--- src/common/pin_config_defines.vh ---
// Register offsets, field positions and mode codes for the six multi-pins.
// Assumes inclusion by bare name from the design file.
`ifndef PIN_CONFIG_DEFINES_VH
`define PIN_CONFIG_DEFINES_VH

// ----------------------------------------------------------------
// Register word indices (byte address is four times the index)
// ----------------------------------------------------------------
`define IDX_FIRST_FAULT_OUTPUT_SEL_LO     8'h15
`define IDX_FIRST_FAULT_OUTPUT_SEL_HI     8'h16
`define IDX_SECOND_FAULT_OUTPUT_SEL_LO     8'h17
`define IDX_SECOND_FAULT_OUTPUT_SEL_HI     8'h18
`define IDX_PIN_OUTPUT_LEVELS 8'h1a
`define IDX_PIN_INPUT_LEVELS  8'h1b
`define IDX_PIN_MODE_LOW      8'h1c
`define IDX_PIN_MODE_MID      8'h1d
`define IDX_PIN_MODE_HIGH     8'h1e
`define IDX_TRACK_CTRL        8'h4e
`define IDX_TRACK_TIMING      8'h4f

// ----------------------------------------------------------------
// Reset values
// ----------------------------------------------------------------
`define RST_MODE_LOW          8'h00
`define RST_MODE_MID          8'h00
`define RST_MODE_HIGH         8'h00
`define RST_ZERO8             8'h00
`define MODE_HIGH_MASK        8'h03

// ----------------------------------------------------------------
// Field positions in the second dependency register
// ----------------------------------------------------------------
`define DEP_OV_BIT            4
`define DEP_UV_BIT            5
`define DEP_EW_BIT            6
`define DEP_POL_BIT           7

// ----------------------------------------------------------------
// Mode codes
// ----------------------------------------------------------------
`define MODE_SPECIAL0         3'h0
`define MODE_PP_IO            3'h1
`define MODE_OD_IO            3'h2
`define MODE_PP_FAULT         3'h3
`define MODE_OD_FAULT         3'h4
`define MODE_IN_ONLY          3'h5
`define MODE_SPECIAL6         3'h6
`define MODE_SPECIAL7         3'h7

`endif

--- src/rtl/multi_function_pin_config.v ---
// Six multi-function pins: mode decode, pin drivers, fault combining,
// tracking control and an Avalon-MM register slave.
// Assumes pin inputs already synchronous to clk_in and a word bus.
//
// Operation
// - Three-bit mode per pin, packed across bytes
// - Pin 3 mode split across first two bytes
// - Pin 6 mode split; third byte top reserved
// - Code 000 tracking feedback on pins 1-4, pin 6 margin-disable
// - 001 push-pull IO, 010 open-drain IO
// - 011/100 fault outputs, push-pull or open-drain
// - 101 input only, never driven
// - 110 pin6 watchdog; 111 special pin inputs, pin6 power-up fault
// - Output register bits drive pins 1-6
// - Input register read-only, shows pin levels
// - Data registers not loaded from nonvolatile store
// - Combined fault active-low on any threshold
// - Dependency registers choose fault conditions, inputs
// - Selected inputs combine by logical OR
// - Per-channel pulldown enables in control upper nibble
// - Feedback follows ramp until power-good
// - Ramp slew and good threshold programmable
// - Each set dependency bit adds one input
// - Dependency top bit selects fault polarity
//
// The Avalon-MM slave port was left to the implementer.
module multi_function_pin_config #(
  parameter NUM_MON = 12,
  parameter NUM_PIN = 6
) (
  input  wire                 clk_in,
  input  wire                 reset_in,
  input  wire [7:0]           avm_address_in,
  input  wire                 avm_read_in,
  input  wire                 avm_write_in,
  input  wire [31:0]          avm_writedata_in,
  input  wire [3:0]           avm_byteenable_in,
  output reg  [31:0]          avm_readdata_out,
  output reg                  avm_waitrequest_out,
  output reg  [1:0]           avm_response_out,
  input  wire [NUM_PIN-1:0]   pin_level_in,
  output reg  [NUM_PIN-1:0]   pin_drive_out,
  output reg  [NUM_PIN-1:0]   pin_oe_out,
  input  wire [NUM_MON-1:0]   mon_overvoltage_in,
  input  wire [NUM_MON-1:0]   mon_undervoltage_in,
  input  wire [NUM_MON-1:0]   mon_early_warning_in,
  input  wire [3:0]           ramp_above_feedback_in,
  input  wire [3:0]           power_good_in,
  output reg  [3:0]           tracking_feedback_out,
  output reg  [3:0]           supply_enable_raise_out,
  output reg  [3:0]           pulldown_enable_out,
  output reg  [3:0]           ramp_slew_out,
  output reg  [3:0]           good_threshold_out,
  output reg                  margin_disable_input_out,
  output reg                  margin_raise_input_out,
  output reg                  margin_lower_input_out,
  output reg                  manual_reset_input_out,
  output reg                  watchdog_kick_input_out,
  input  wire                 watchdog_expired_in,
  input  wire                 powerup_fault_in
);

`include "pin_config_defines.vh"

  // ----------------------------------------------------------------
  // Registers
  // ----------------------------------------------------------------
  reg [7:0] pin_output_levels_r;
  reg [7:0] pin_input_levels_r;
  reg [7:0] pin_mode_select_low_r;
  reg [7:0] pin_mode_select_mid_r;
  reg [7:0] pin_mode_select_high_r;
  reg [7:0] first_fault_output_sel_lo_r;
  reg [7:0] first_fault_output_sel_hi_r;
  reg [7:0] second_fault_output_sel_lo_r;
  reg [7:0] second_fault_output_sel_hi_r;
  reg [7:0] track_ctrl_r;
  reg [7:0] track_timing_r;
  reg       bus_done_r;

  // Merge a byte with write data under byte-lane 0
  function [7:0] merge_byte;
    input [7:0] old_val;
    input [7:0] new_val;
    input       lane;
    begin
      merge_byte = lane ? new_val : old_val;
    end
  endfunction

  // Fault condition for one selector pair: OR of selected inputs
  function fault_hit;
    input [7:0]         sel_lo;
    input [7:0]         sel_hi;
    input [NUM_MON-1:0] ov;
    input [NUM_MON-1:0] uv;
    input [NUM_MON-1:0] ew;
    reg   [11:0]        sel;
    begin
      sel = {sel_hi[3:0], sel_lo};
      fault_hit = (sel_hi[`DEP_OV_BIT] && |(sel & ov[11:0])) ||
                  (sel_hi[`DEP_UV_BIT] && |(sel & uv[11:0])) ||
                  (sel_hi[`DEP_EW_BIT] && |(sel & ew[11:0]));
    end
  endfunction

  // ----------------------------------------------------------------
  // Mode decode
  // ----------------------------------------------------------------
  wire [2:0] mode [0:NUM_PIN-1];
  assign mode[0] = pin_mode_select_low_r[2:0];
  assign mode[1] = pin_mode_select_low_r[5:3];
  assign mode[2] = {pin_mode_select_mid_r[0],
                    pin_mode_select_low_r[7:6]};
  assign mode[3] = pin_mode_select_mid_r[3:1];
  assign mode[4] = pin_mode_select_mid_r[6:4];
  assign mode[5] = {pin_mode_select_high_r[1:0],
                    pin_mode_select_mid_r[7]};

  wire any_fault;
  wire first_fault_output_active;
  wire second_fault_output_active;
  assign any_fault = |mon_overvoltage_in | |mon_undervoltage_in |
                     |mon_early_warning_in;
  assign first_fault_output_active = fault_hit(first_fault_output_sel_lo_r, first_fault_output_sel_hi_r,
                                   mon_overvoltage_in,
                                   mon_undervoltage_in,
                                   mon_early_warning_in);
  assign second_fault_output_active = fault_hit(second_fault_output_sel_lo_r, second_fault_output_sel_hi_r,
                                   mon_overvoltage_in,
                                   mon_undervoltage_in,
                                   mon_early_warning_in);

  // Logic level each pin wants, before the driver style is applied
  reg [NUM_PIN-1:0] want_level;
  reg [NUM_PIN-1:0] push_pull;
  reg [NUM_PIN-1:0] open_drain;
  integer i;
  always @* begin
    want_level = {NUM_PIN{1'b1}};
    push_pull  = {NUM_PIN{1'b0}};
    open_drain = {NUM_PIN{1'b0}};
    for (i = 0; i < NUM_PIN; i = i + 1) begin
      case (mode[i])
        `MODE_PP_IO: begin
          push_pull[i]  = 1'b1;
          want_level[i] = pin_output_levels_r[i];
        end
        `MODE_OD_IO: begin
          open_drain[i] = 1'b1;
          want_level[i] = pin_output_levels_r[i];
        end
        `MODE_PP_FAULT, `MODE_OD_FAULT: begin
          push_pull[i]  = (mode[i] == `MODE_PP_FAULT);
          open_drain[i] = (mode[i] == `MODE_OD_FAULT);
          if (i == 4) begin
            want_level[i] = first_fault_output_active ^
                            ~first_fault_output_sel_hi_r[`DEP_POL_BIT];
          end else if (i == 5) begin
            want_level[i] = second_fault_output_active ^
                            ~second_fault_output_sel_hi_r[`DEP_POL_BIT];
          end else begin
            want_level[i] = ~any_fault;
          end
        end
        `MODE_SPECIAL6: begin
          if (i == 5) begin
            open_drain[i] = 1'b1;
            want_level[i] = ~watchdog_expired_in;
          end
        end
        `MODE_SPECIAL7: begin
          if (i == 5) begin
            open_drain[i] = 1'b1;
            want_level[i] = ~powerup_fault_in;
          end
        end
        default: begin
          want_level[i] = 1'b1;
        end
      endcase
    end
  end

  // ----------------------------------------------------------------
  // Pin drivers and decoded input functions
  // ----------------------------------------------------------------
  // Open-drain only pulls low; a high is a released pin
  wire [NUM_PIN-1:0] oe_nxt;
  wire [NUM_PIN-1:0] drive_nxt;
  assign oe_nxt    = push_pull | (open_drain & ~want_level);
  assign drive_nxt = push_pull & want_level;

  wire [3:0] track_sel;
  genvar g;
  generate
    for (g = 0; g < 4; g = g + 1) begin : g_track
      assign track_sel[g] = (mode[g] == `MODE_SPECIAL0);
    end
  endgenerate

  always @(posedge clk_in or posedge reset_in) begin
    if (reset_in) begin
      pin_drive_out            <= {NUM_PIN{1'b0}};
      pin_oe_out               <= {NUM_PIN{1'b0}};
      tracking_feedback_out    <= 4'h0;
      supply_enable_raise_out  <= 4'h0;
      pulldown_enable_out      <= 4'h0;
      ramp_slew_out            <= 4'h0;
      good_threshold_out       <= 4'h0;
      margin_disable_input_out <= 1'b0;
      margin_raise_input_out   <= 1'b0;
      margin_lower_input_out   <= 1'b0;
      manual_reset_input_out   <= 1'b0;
      watchdog_kick_input_out  <= 1'b0;
      pin_input_levels_r       <= `RST_ZERO8;
    end else begin
      pin_drive_out <= drive_nxt;
      pin_oe_out    <= oe_nxt;
      tracking_feedback_out <= track_sel & pin_level_in[3:0];
      // Raise the enable while the ramp leads and power is not good
      supply_enable_raise_out <= track_sel & ramp_above_feedback_in &
                                 ~power_good_in;
      pulldown_enable_out <= track_sel & track_ctrl_r[7:4];
      ramp_slew_out       <= track_timing_r[3:0];
      good_threshold_out  <= track_timing_r[7:4];
      margin_disable_input_out <= (mode[5] == `MODE_SPECIAL0) &
                                  pin_level_in[5];
      margin_raise_input_out <= (mode[1] == `MODE_SPECIAL7) &
                                pin_level_in[1];
      margin_lower_input_out <= (mode[2] == `MODE_SPECIAL7) &
                                pin_level_in[2];
      manual_reset_input_out <= (mode[3] == `MODE_SPECIAL7) &
                                pin_level_in[3];
      watchdog_kick_input_out <= (mode[4] == `MODE_SPECIAL7) &
                                 pin_level_in[4];
      pin_input_levels_r <= {2'b00, pin_level_in};
    end
  end

  // ----------------------------------------------------------------
  // Avalon-MM slave: one wait cycle, then answer
  // ----------------------------------------------------------------
  // Reserved codes are stored as written; software must avoid them
  wire       req;
  wire       wr_go;
  wire       lane0;
  wire [7:0] wd;
  assign req   = (avm_read_in | avm_write_in) & ~bus_done_r;
  assign wr_go = avm_write_in & ~bus_done_r;
  assign lane0 = avm_byteenable_in[0];
  assign wd    = avm_writedata_in[7:0];

  reg [7:0] rd_byte;
  reg       hit;
  always @* begin
    hit = 1'b1;
    case (avm_address_in)
      `IDX_FIRST_FAULT_OUTPUT_SEL_LO:     rd_byte = first_fault_output_sel_lo_r;
      `IDX_FIRST_FAULT_OUTPUT_SEL_HI:     rd_byte = first_fault_output_sel_hi_r;
      `IDX_SECOND_FAULT_OUTPUT_SEL_LO:     rd_byte = second_fault_output_sel_lo_r;
      `IDX_SECOND_FAULT_OUTPUT_SEL_HI:     rd_byte = second_fault_output_sel_hi_r;
      `IDX_PIN_OUTPUT_LEVELS: rd_byte = {2'b00, pin_output_levels_r[5:0]};
      `IDX_PIN_INPUT_LEVELS:  rd_byte = pin_input_levels_r;
      `IDX_PIN_MODE_LOW:      rd_byte = pin_mode_select_low_r;
      `IDX_PIN_MODE_MID:      rd_byte = pin_mode_select_mid_r;
      `IDX_PIN_MODE_HIGH:     rd_byte = pin_mode_select_high_r;
      `IDX_TRACK_CTRL:        rd_byte = track_ctrl_r;
      `IDX_TRACK_TIMING:      rd_byte = track_timing_r;
      default: begin
        rd_byte = 8'h00;
        hit     = 1'b0;
      end
    endcase
  end

  always @(posedge clk_in or posedge reset_in) begin
    if (reset_in) begin
      bus_done_r             <= 1'b0;
      avm_waitrequest_out    <= 1'b1;
      avm_readdata_out       <= 32'h0000_0000;
      avm_response_out       <= 2'h0;
      // Data registers reset to zero, not from nonvolatile store
      pin_output_levels_r    <= `RST_ZERO8;
      pin_mode_select_low_r  <= `RST_MODE_LOW;
      pin_mode_select_mid_r  <= `RST_MODE_MID;
      pin_mode_select_high_r <= `RST_MODE_HIGH;
      first_fault_output_sel_lo_r        <= `RST_ZERO8;
      first_fault_output_sel_hi_r        <= `RST_ZERO8;
      second_fault_output_sel_lo_r        <= `RST_ZERO8;
      second_fault_output_sel_hi_r        <= `RST_ZERO8;
      track_ctrl_r           <= `RST_ZERO8;
      track_timing_r         <= `RST_ZERO8;
    end else begin
      bus_done_r          <= req;
      avm_waitrequest_out <= ~req;
      avm_readdata_out    <= {24'h000000, rd_byte};
      avm_response_out    <= hit ? 2'h0 : 2'h2;
      if (wr_go) begin
        case (avm_address_in)
          `IDX_PIN_OUTPUT_LEVELS: pin_output_levels_r <=
            merge_byte(pin_output_levels_r, {2'b00, wd[5:0]}, lane0);
          `IDX_PIN_MODE_LOW: pin_mode_select_low_r <=
            merge_byte(pin_mode_select_low_r, wd, lane0);
          `IDX_PIN_MODE_MID: pin_mode_select_mid_r <=
            merge_byte(pin_mode_select_mid_r, wd, lane0);
          `IDX_PIN_MODE_HIGH: pin_mode_select_high_r <=
            merge_byte(pin_mode_select_high_r,
                       wd & `MODE_HIGH_MASK, lane0);
          `IDX_FIRST_FAULT_OUTPUT_SEL_LO: first_fault_output_sel_lo_r <=
            merge_byte(first_fault_output_sel_lo_r, wd, lane0);
          `IDX_FIRST_FAULT_OUTPUT_SEL_HI: first_fault_output_sel_hi_r <=
            merge_byte(first_fault_output_sel_hi_r, wd, lane0);
          `IDX_SECOND_FAULT_OUTPUT_SEL_LO: second_fault_output_sel_lo_r <=
            merge_byte(second_fault_output_sel_lo_r, wd, lane0);
          `IDX_SECOND_FAULT_OUTPUT_SEL_HI: second_fault_output_sel_hi_r <=
            merge_byte(second_fault_output_sel_hi_r, wd, lane0);
          `IDX_TRACK_CTRL: track_ctrl_r <=
            merge_byte(track_ctrl_r, wd, lane0);
          `IDX_TRACK_TIMING: track_timing_r <=
            merge_byte(track_timing_r, wd, lane0);
          default: begin
            track_ctrl_r <= track_ctrl_r;
          end
        endcase
      end
    end
  end

endmodule // multi_function_pin_config

--- config.mk ---
export PLATFORM = sky130hd
export DESIGN_NAME = multi_function_pin_config
export DESIGN_NICKNAME = d
export VERILOG_FILES = /design/src/rtl/multi_function_pin_config.v
export VERILOG_INCLUDE_DIRS = /design/src /design/src/common
export SDC_FILE = /design/constraint.sdc
export NUM_CORES = 1
export LEC_CHECK = 0
export BUFFER_PORTS_ARGS = -buffer_cell sky130_fd_sc_hd__buf_4
export CAP_MARGIN = 0
export CORE_UTILIZATION = 52
export DETAILED_ROUTE_END_ITERATION = 10
export PLACE_DENSITY = 0.84
export SLEW_MARGIN = 0
export SYNTH_ARGS = -nofsm -noshare
export SYNTH_HDL_FRONTEND = slang
export SYNTH_SLANG_ARGS = --single-unit
--- constraint.sdc ---
create_clock -name clk_in -period 5.75 [get_ports clk_in]
set_input_delay 1.15 -clock clk_in [delete_from_list [all_inputs] [get_ports clk_in]]
set_output_delay 1.15 -clock clk_in [all_outputs]
set_load 0.1 [all_outputs]
==> out/results.md <==
• **run status** complete, no violations
• **Hold Path Origin** track_timing_r[2]
• **flop and latch count out of synthesis** 126
• **sequential-to-total area share from yosys stat** 0.531
• **number of setup violations in the final report** 0
• **number of antenna violations at the first check in global routing** 0
• **critical path class** input pin to register
• **clk buf depth** 2
• **slowest CP cell** sky130_fd_sc_hd__nor3_1
• **die area** 11,800 um2
• **Yosys warnings** 0
• **Worst Reg-to-Reg Cells** 4
• **filler instances** 788
• **leakage power summed over all cells** 3.61 nW
• **final total negative setup slack** 0 ps
• **Max Transition Viols Final** 0
• **grt met2 use** 0.497
• **post-CTS setup buffer count** 0
• **hold path endpoint** ramp_slew_out[2]
• **maxcap violations** 0
• **H-tree Lvls** 4
• **count of antenna-violating nets left after detailed routing** 0
• **worst path bufs/invs** 1
• **signal arrival time at the worst endpoint** 3420 ps
• **Least-Margin Pin Slew** 966 ps
• **CTS tree** done
• **top flip-flop cell by instance count after synthesis** sky130_fd_sc_hd__dfrtp_1
• **y dimension of the die** 109 um
• **final period demand of the worst path** 3070 ps
• **worst-path maximum fanout** 8
• **final routed DRC violation total** 0
• **routability congestion estimate from global placement** 0.945
• **fraction of synthesis flops using an asynchronous set or reset pin** 1.00
• **startpoint kind of the worst setup timing path** input pin
• **P&R area growth vs syn** 26.3%
• **drt total wl** 17,800 um
• **Clock Latency Late Sink** 420 ps
• **first-pass detailed-route iteration total** 7
• **global routing usage summed across all routing layers** 0.324
• **grt ovf** 0
• **standard cell area after detailed placement** 6860 um2
• **Fin. Hold Viols** 0
• **worst-case register-to-register setup slack** 3150 ps
• **GRT met3 Usage** 0.100
• **number of global-route vias before repair** 4,823
• **Worst Path Required** 6100 ps
• **destination of the worst register-to-register timing path** track_ctrl_r[4]
• **number of input and output port buffers inserted** 119
• **unique cell type count in the Yosys netlist** 59
• **IO Pins** 172
• **Tightest Hold Check Type** register to register
• **grt peak-use layer** met2
• **syn avg cell area** 12.1 um2
• **most frequent cells in the layout** sky130_fd_sc_hd__dfrtp_1, sky130_fd_sc_hd__buf_4, sky130_fd_sc_hd__mux2_2
• **setup skew after layout** 4.90 ps
• **final setup slack of the worst path** 2680 ps
• **number of design-rule violations left by the first detailed-router iteration** 510
• **count of flip-flops with a built-in enable after synthesis** 0
• **fraction of final layout cells with drive strength greater than 1** 0.388
• **total vias in the final route** 4,853
• **effective utilization at floorplan** 0.540
• **total design power** 2.36 mW
• **largest net degree at the start of global routing** 83
• **wire length of the first global-routing pass** 27,400 um
• **diodes inserted** 0
• **Top Family by Delay on Critical Path** simple AND/OR/NAND/NOR gates
• **Fmax** 326 MHz
• **met1 track demand over resource in global routing** 0.422
• **count of standard-cell rows** 38
• **ratio of final minimum period to clock period** 0.534
• **number of cells produced by synthesis** 489
• **cell area after layout** 7500 um2
• **most common cell after layout, fill and taps aside** sky130_fd_sc_hd__dfrtp_1
• **post-synth design cell area** 5940 um2
• **count of nets after finishing** 714
• **number of clock sinks** 126
• **unrepaired setup endpoints after global routing** no
• **post-detailed-route wirelength per cell** 23.2 um
• **worst slew slack as a fraction of its limit** 0.356
• **max incr delay on CP** 760 ps
• **CTS-repair resized insts** 0
• **total power per unit cell area** 315 nW/um2
• **post-placement setup slack** 2290 ps
• **number of buffers inserted during clock tree synthesis** 17
• **Via density** 6.33
• **HPWL Detailed** 13,000 um
• **ordered cell list for the critical path** buf_4 -> nor4b_4 -> nand3_2 -> nor3_1 -> a222oi_1 -> nand3_1
• **hold-fix buffer count after cts** 0
• **root buf cell** sky130_fd_sc_hd__clkbuf_16
• **startpoint of the worst-slack reg-to-reg timing path** bus_done_r
• **Critical Path End Type** register
• **core box area** 11,000 um2
• **worst vdd rail ir drop** 264 uV
• **Hold Path Cell Cnt** 0
• **clock transition at the registers of the reported paths** 50 ps
• **die width** 109 um
-- cells by family (layout without fill, tap and decap cells) --
family,count (synthesis),after routing,share of synthesized area
flops,126,126,0.531
compound gates,106,106,0.141
mux,78,78,0.146
buf+inv,49,163,0.0483
xor+xnor,2,2,0.00295
simple gates,127,127,0.130
other cells,1,25,0.000632
-- flip-flops by register name, indices dropped and copies added, names as in the netlist, 8 cells and up --
| register | count |
|---|---|
| second_fault_output_sel_lo_r | 8 |
| pin_mode_select_low_r | 8 |
| first_fault_output_sel_lo_r | 8 |
| avm_readdata_out | 8 |
| first_fault_output_sel_hi_r | 8 |
| track_timing_r | 8 |
| second_fault_output_sel_hi_r | 8 |
| pin_mode_select_mid_r | 8 |
| track_ctrl_r | 8 |
-- routing by layer --
metal | wire length, um | up-vias
li1 | - | 2077
met1 | 7180 | 2405
met2 | 8300 | 306
met3 | 1640 | 65
met4 | 669 | 0
met5 | 0 | -
-- synthesized netlist by cell type, types with 2 or more instances --
cell type / count / share of area
sky130_fd_sc_hd__a21oi_1: 11 / 0.0093
sky130_fd_sc_hd__a221o_1: 2 / 0.0034
sky130_fd_sc_hd__a221oi_1: 18 / 0.027
sky130_fd_sc_hd__a221oi_2: 3 / 0.0076
sky130_fd_sc_hd__a222oi_1: 5 / 0.0084
sky130_fd_sc_hd__a22o_1: 21 / 0.031
sky130_fd_sc_hd__a22oi_1: 13 / 0.016
sky130_fd_sc_hd__a32o_1: 2 / 0.0034
sky130_fd_sc_hd__a32oi_1: 3 / 0.0044
sky130_fd_sc_hd__and2_1: 10 / 0.011
sky130_fd_sc_hd__and2b_1: 2 / 0.0025
sky130_fd_sc_hd__and3b_1: 4 / 0.0059
sky130_fd_sc_hd__and4_1: 4 / 0.0059
sky130_fd_sc_hd__buf_1: 4 / 0.0025
sky130_fd_sc_hd__buf_2: 4 / 0.0034
sky130_fd_sc_hd__buf_4: 26 / 0.033
sky130_fd_sc_hd__clkbuf_1: 5 / 0.0032
sky130_fd_sc_hd__dfrtp_1: 125 / 0.53
sky130_fd_sc_hd__inv_1: 10 / 0.0063
sky130_fd_sc_hd__mux2_2: 70 / 0.13
sky130_fd_sc_hd__mux2i_1: 8 / 0.013
sky130_fd_sc_hd__nand2_1: 22 / 0.014
sky130_fd_sc_hd__nand2b_1: 3 / 0.0032
sky130_fd_sc_hd__nand3_1: 15 / 0.013
sky130_fd_sc_hd__nand4_1: 2 / 0.0021
sky130_fd_sc_hd__nor2_1: 20 / 0.013
sky130_fd_sc_hd__nor2b_1: 4 / 0.0042
sky130_fd_sc_hd__nor3_1: 8 / 0.0067
sky130_fd_sc_hd__nor3_2: 5 / 0.0084
sky130_fd_sc_hd__nor3b_1: 4 / 0.0051
sky130_fd_sc_hd__nor4_1: 9 / 0.0095
sky130_fd_sc_hd__nor4b_1: 2 / 0.0030
sky130_fd_sc_hd__o21ai_0: 16 / 0.013
sky130_fd_sc_hd__o22ai_1: 4 / 0.0042
-- worst max-delay path by stage --
| stage | end | from | cells after the start |
|---|---|---|---|
| 2_1_floorplan | avm_readdata_out[0] | reset_in | 1 |
| 3_3_place_gp | track_timing_r[0] | avm_address_in[7] | 6 |
| 3_5_place_dp | track_timing_r[3] | avm_address_in[7] | 6 |
| 4_1_cts | track_timing_r[3] | avm_address_in[7] | 6 |
| 5_1_grt | track_timing_r[3] | avm_address_in[7] | 6 |
| 6_report | avm_readdata_out[5] | avm_address_in[7] | 6 |
-- where the power goes --
part	switching [mW]	internal (mW)
Combinational	0.225	0.0732
Clock	0.377	0.755
Sequential	0.0213	0.910
Total	0.623	1.74
-- final cells by class --
cell class                      count  area (um2)  share of cell area
Clock inverter                     11         163              0.0217
Tap cell                          140         175              0.0234
Timing Repair Buffer              121         908               0.121
Multi-Input combinational cell    338        2580               0.345
Sequential cell                   126        3150               0.421
Clock buffer                       21         470              0.0628
Inverter                           10        40.0             0.00534
-- per-stage QoR --
stage / utilization / std cells / hold WS [ps]
2_1_floorplan: - / 513 / 365
3_3_place_gp: 0.625 / 735 / 389
3_5_place_dp: 0.625 / 735 / 403
4_1_cts: 0.683 / 767 / 415
5_1_grt: 0.683 / 767 / 425
6_report: 0.683 / 767 / 412
(Power assumes the default switching activity.)
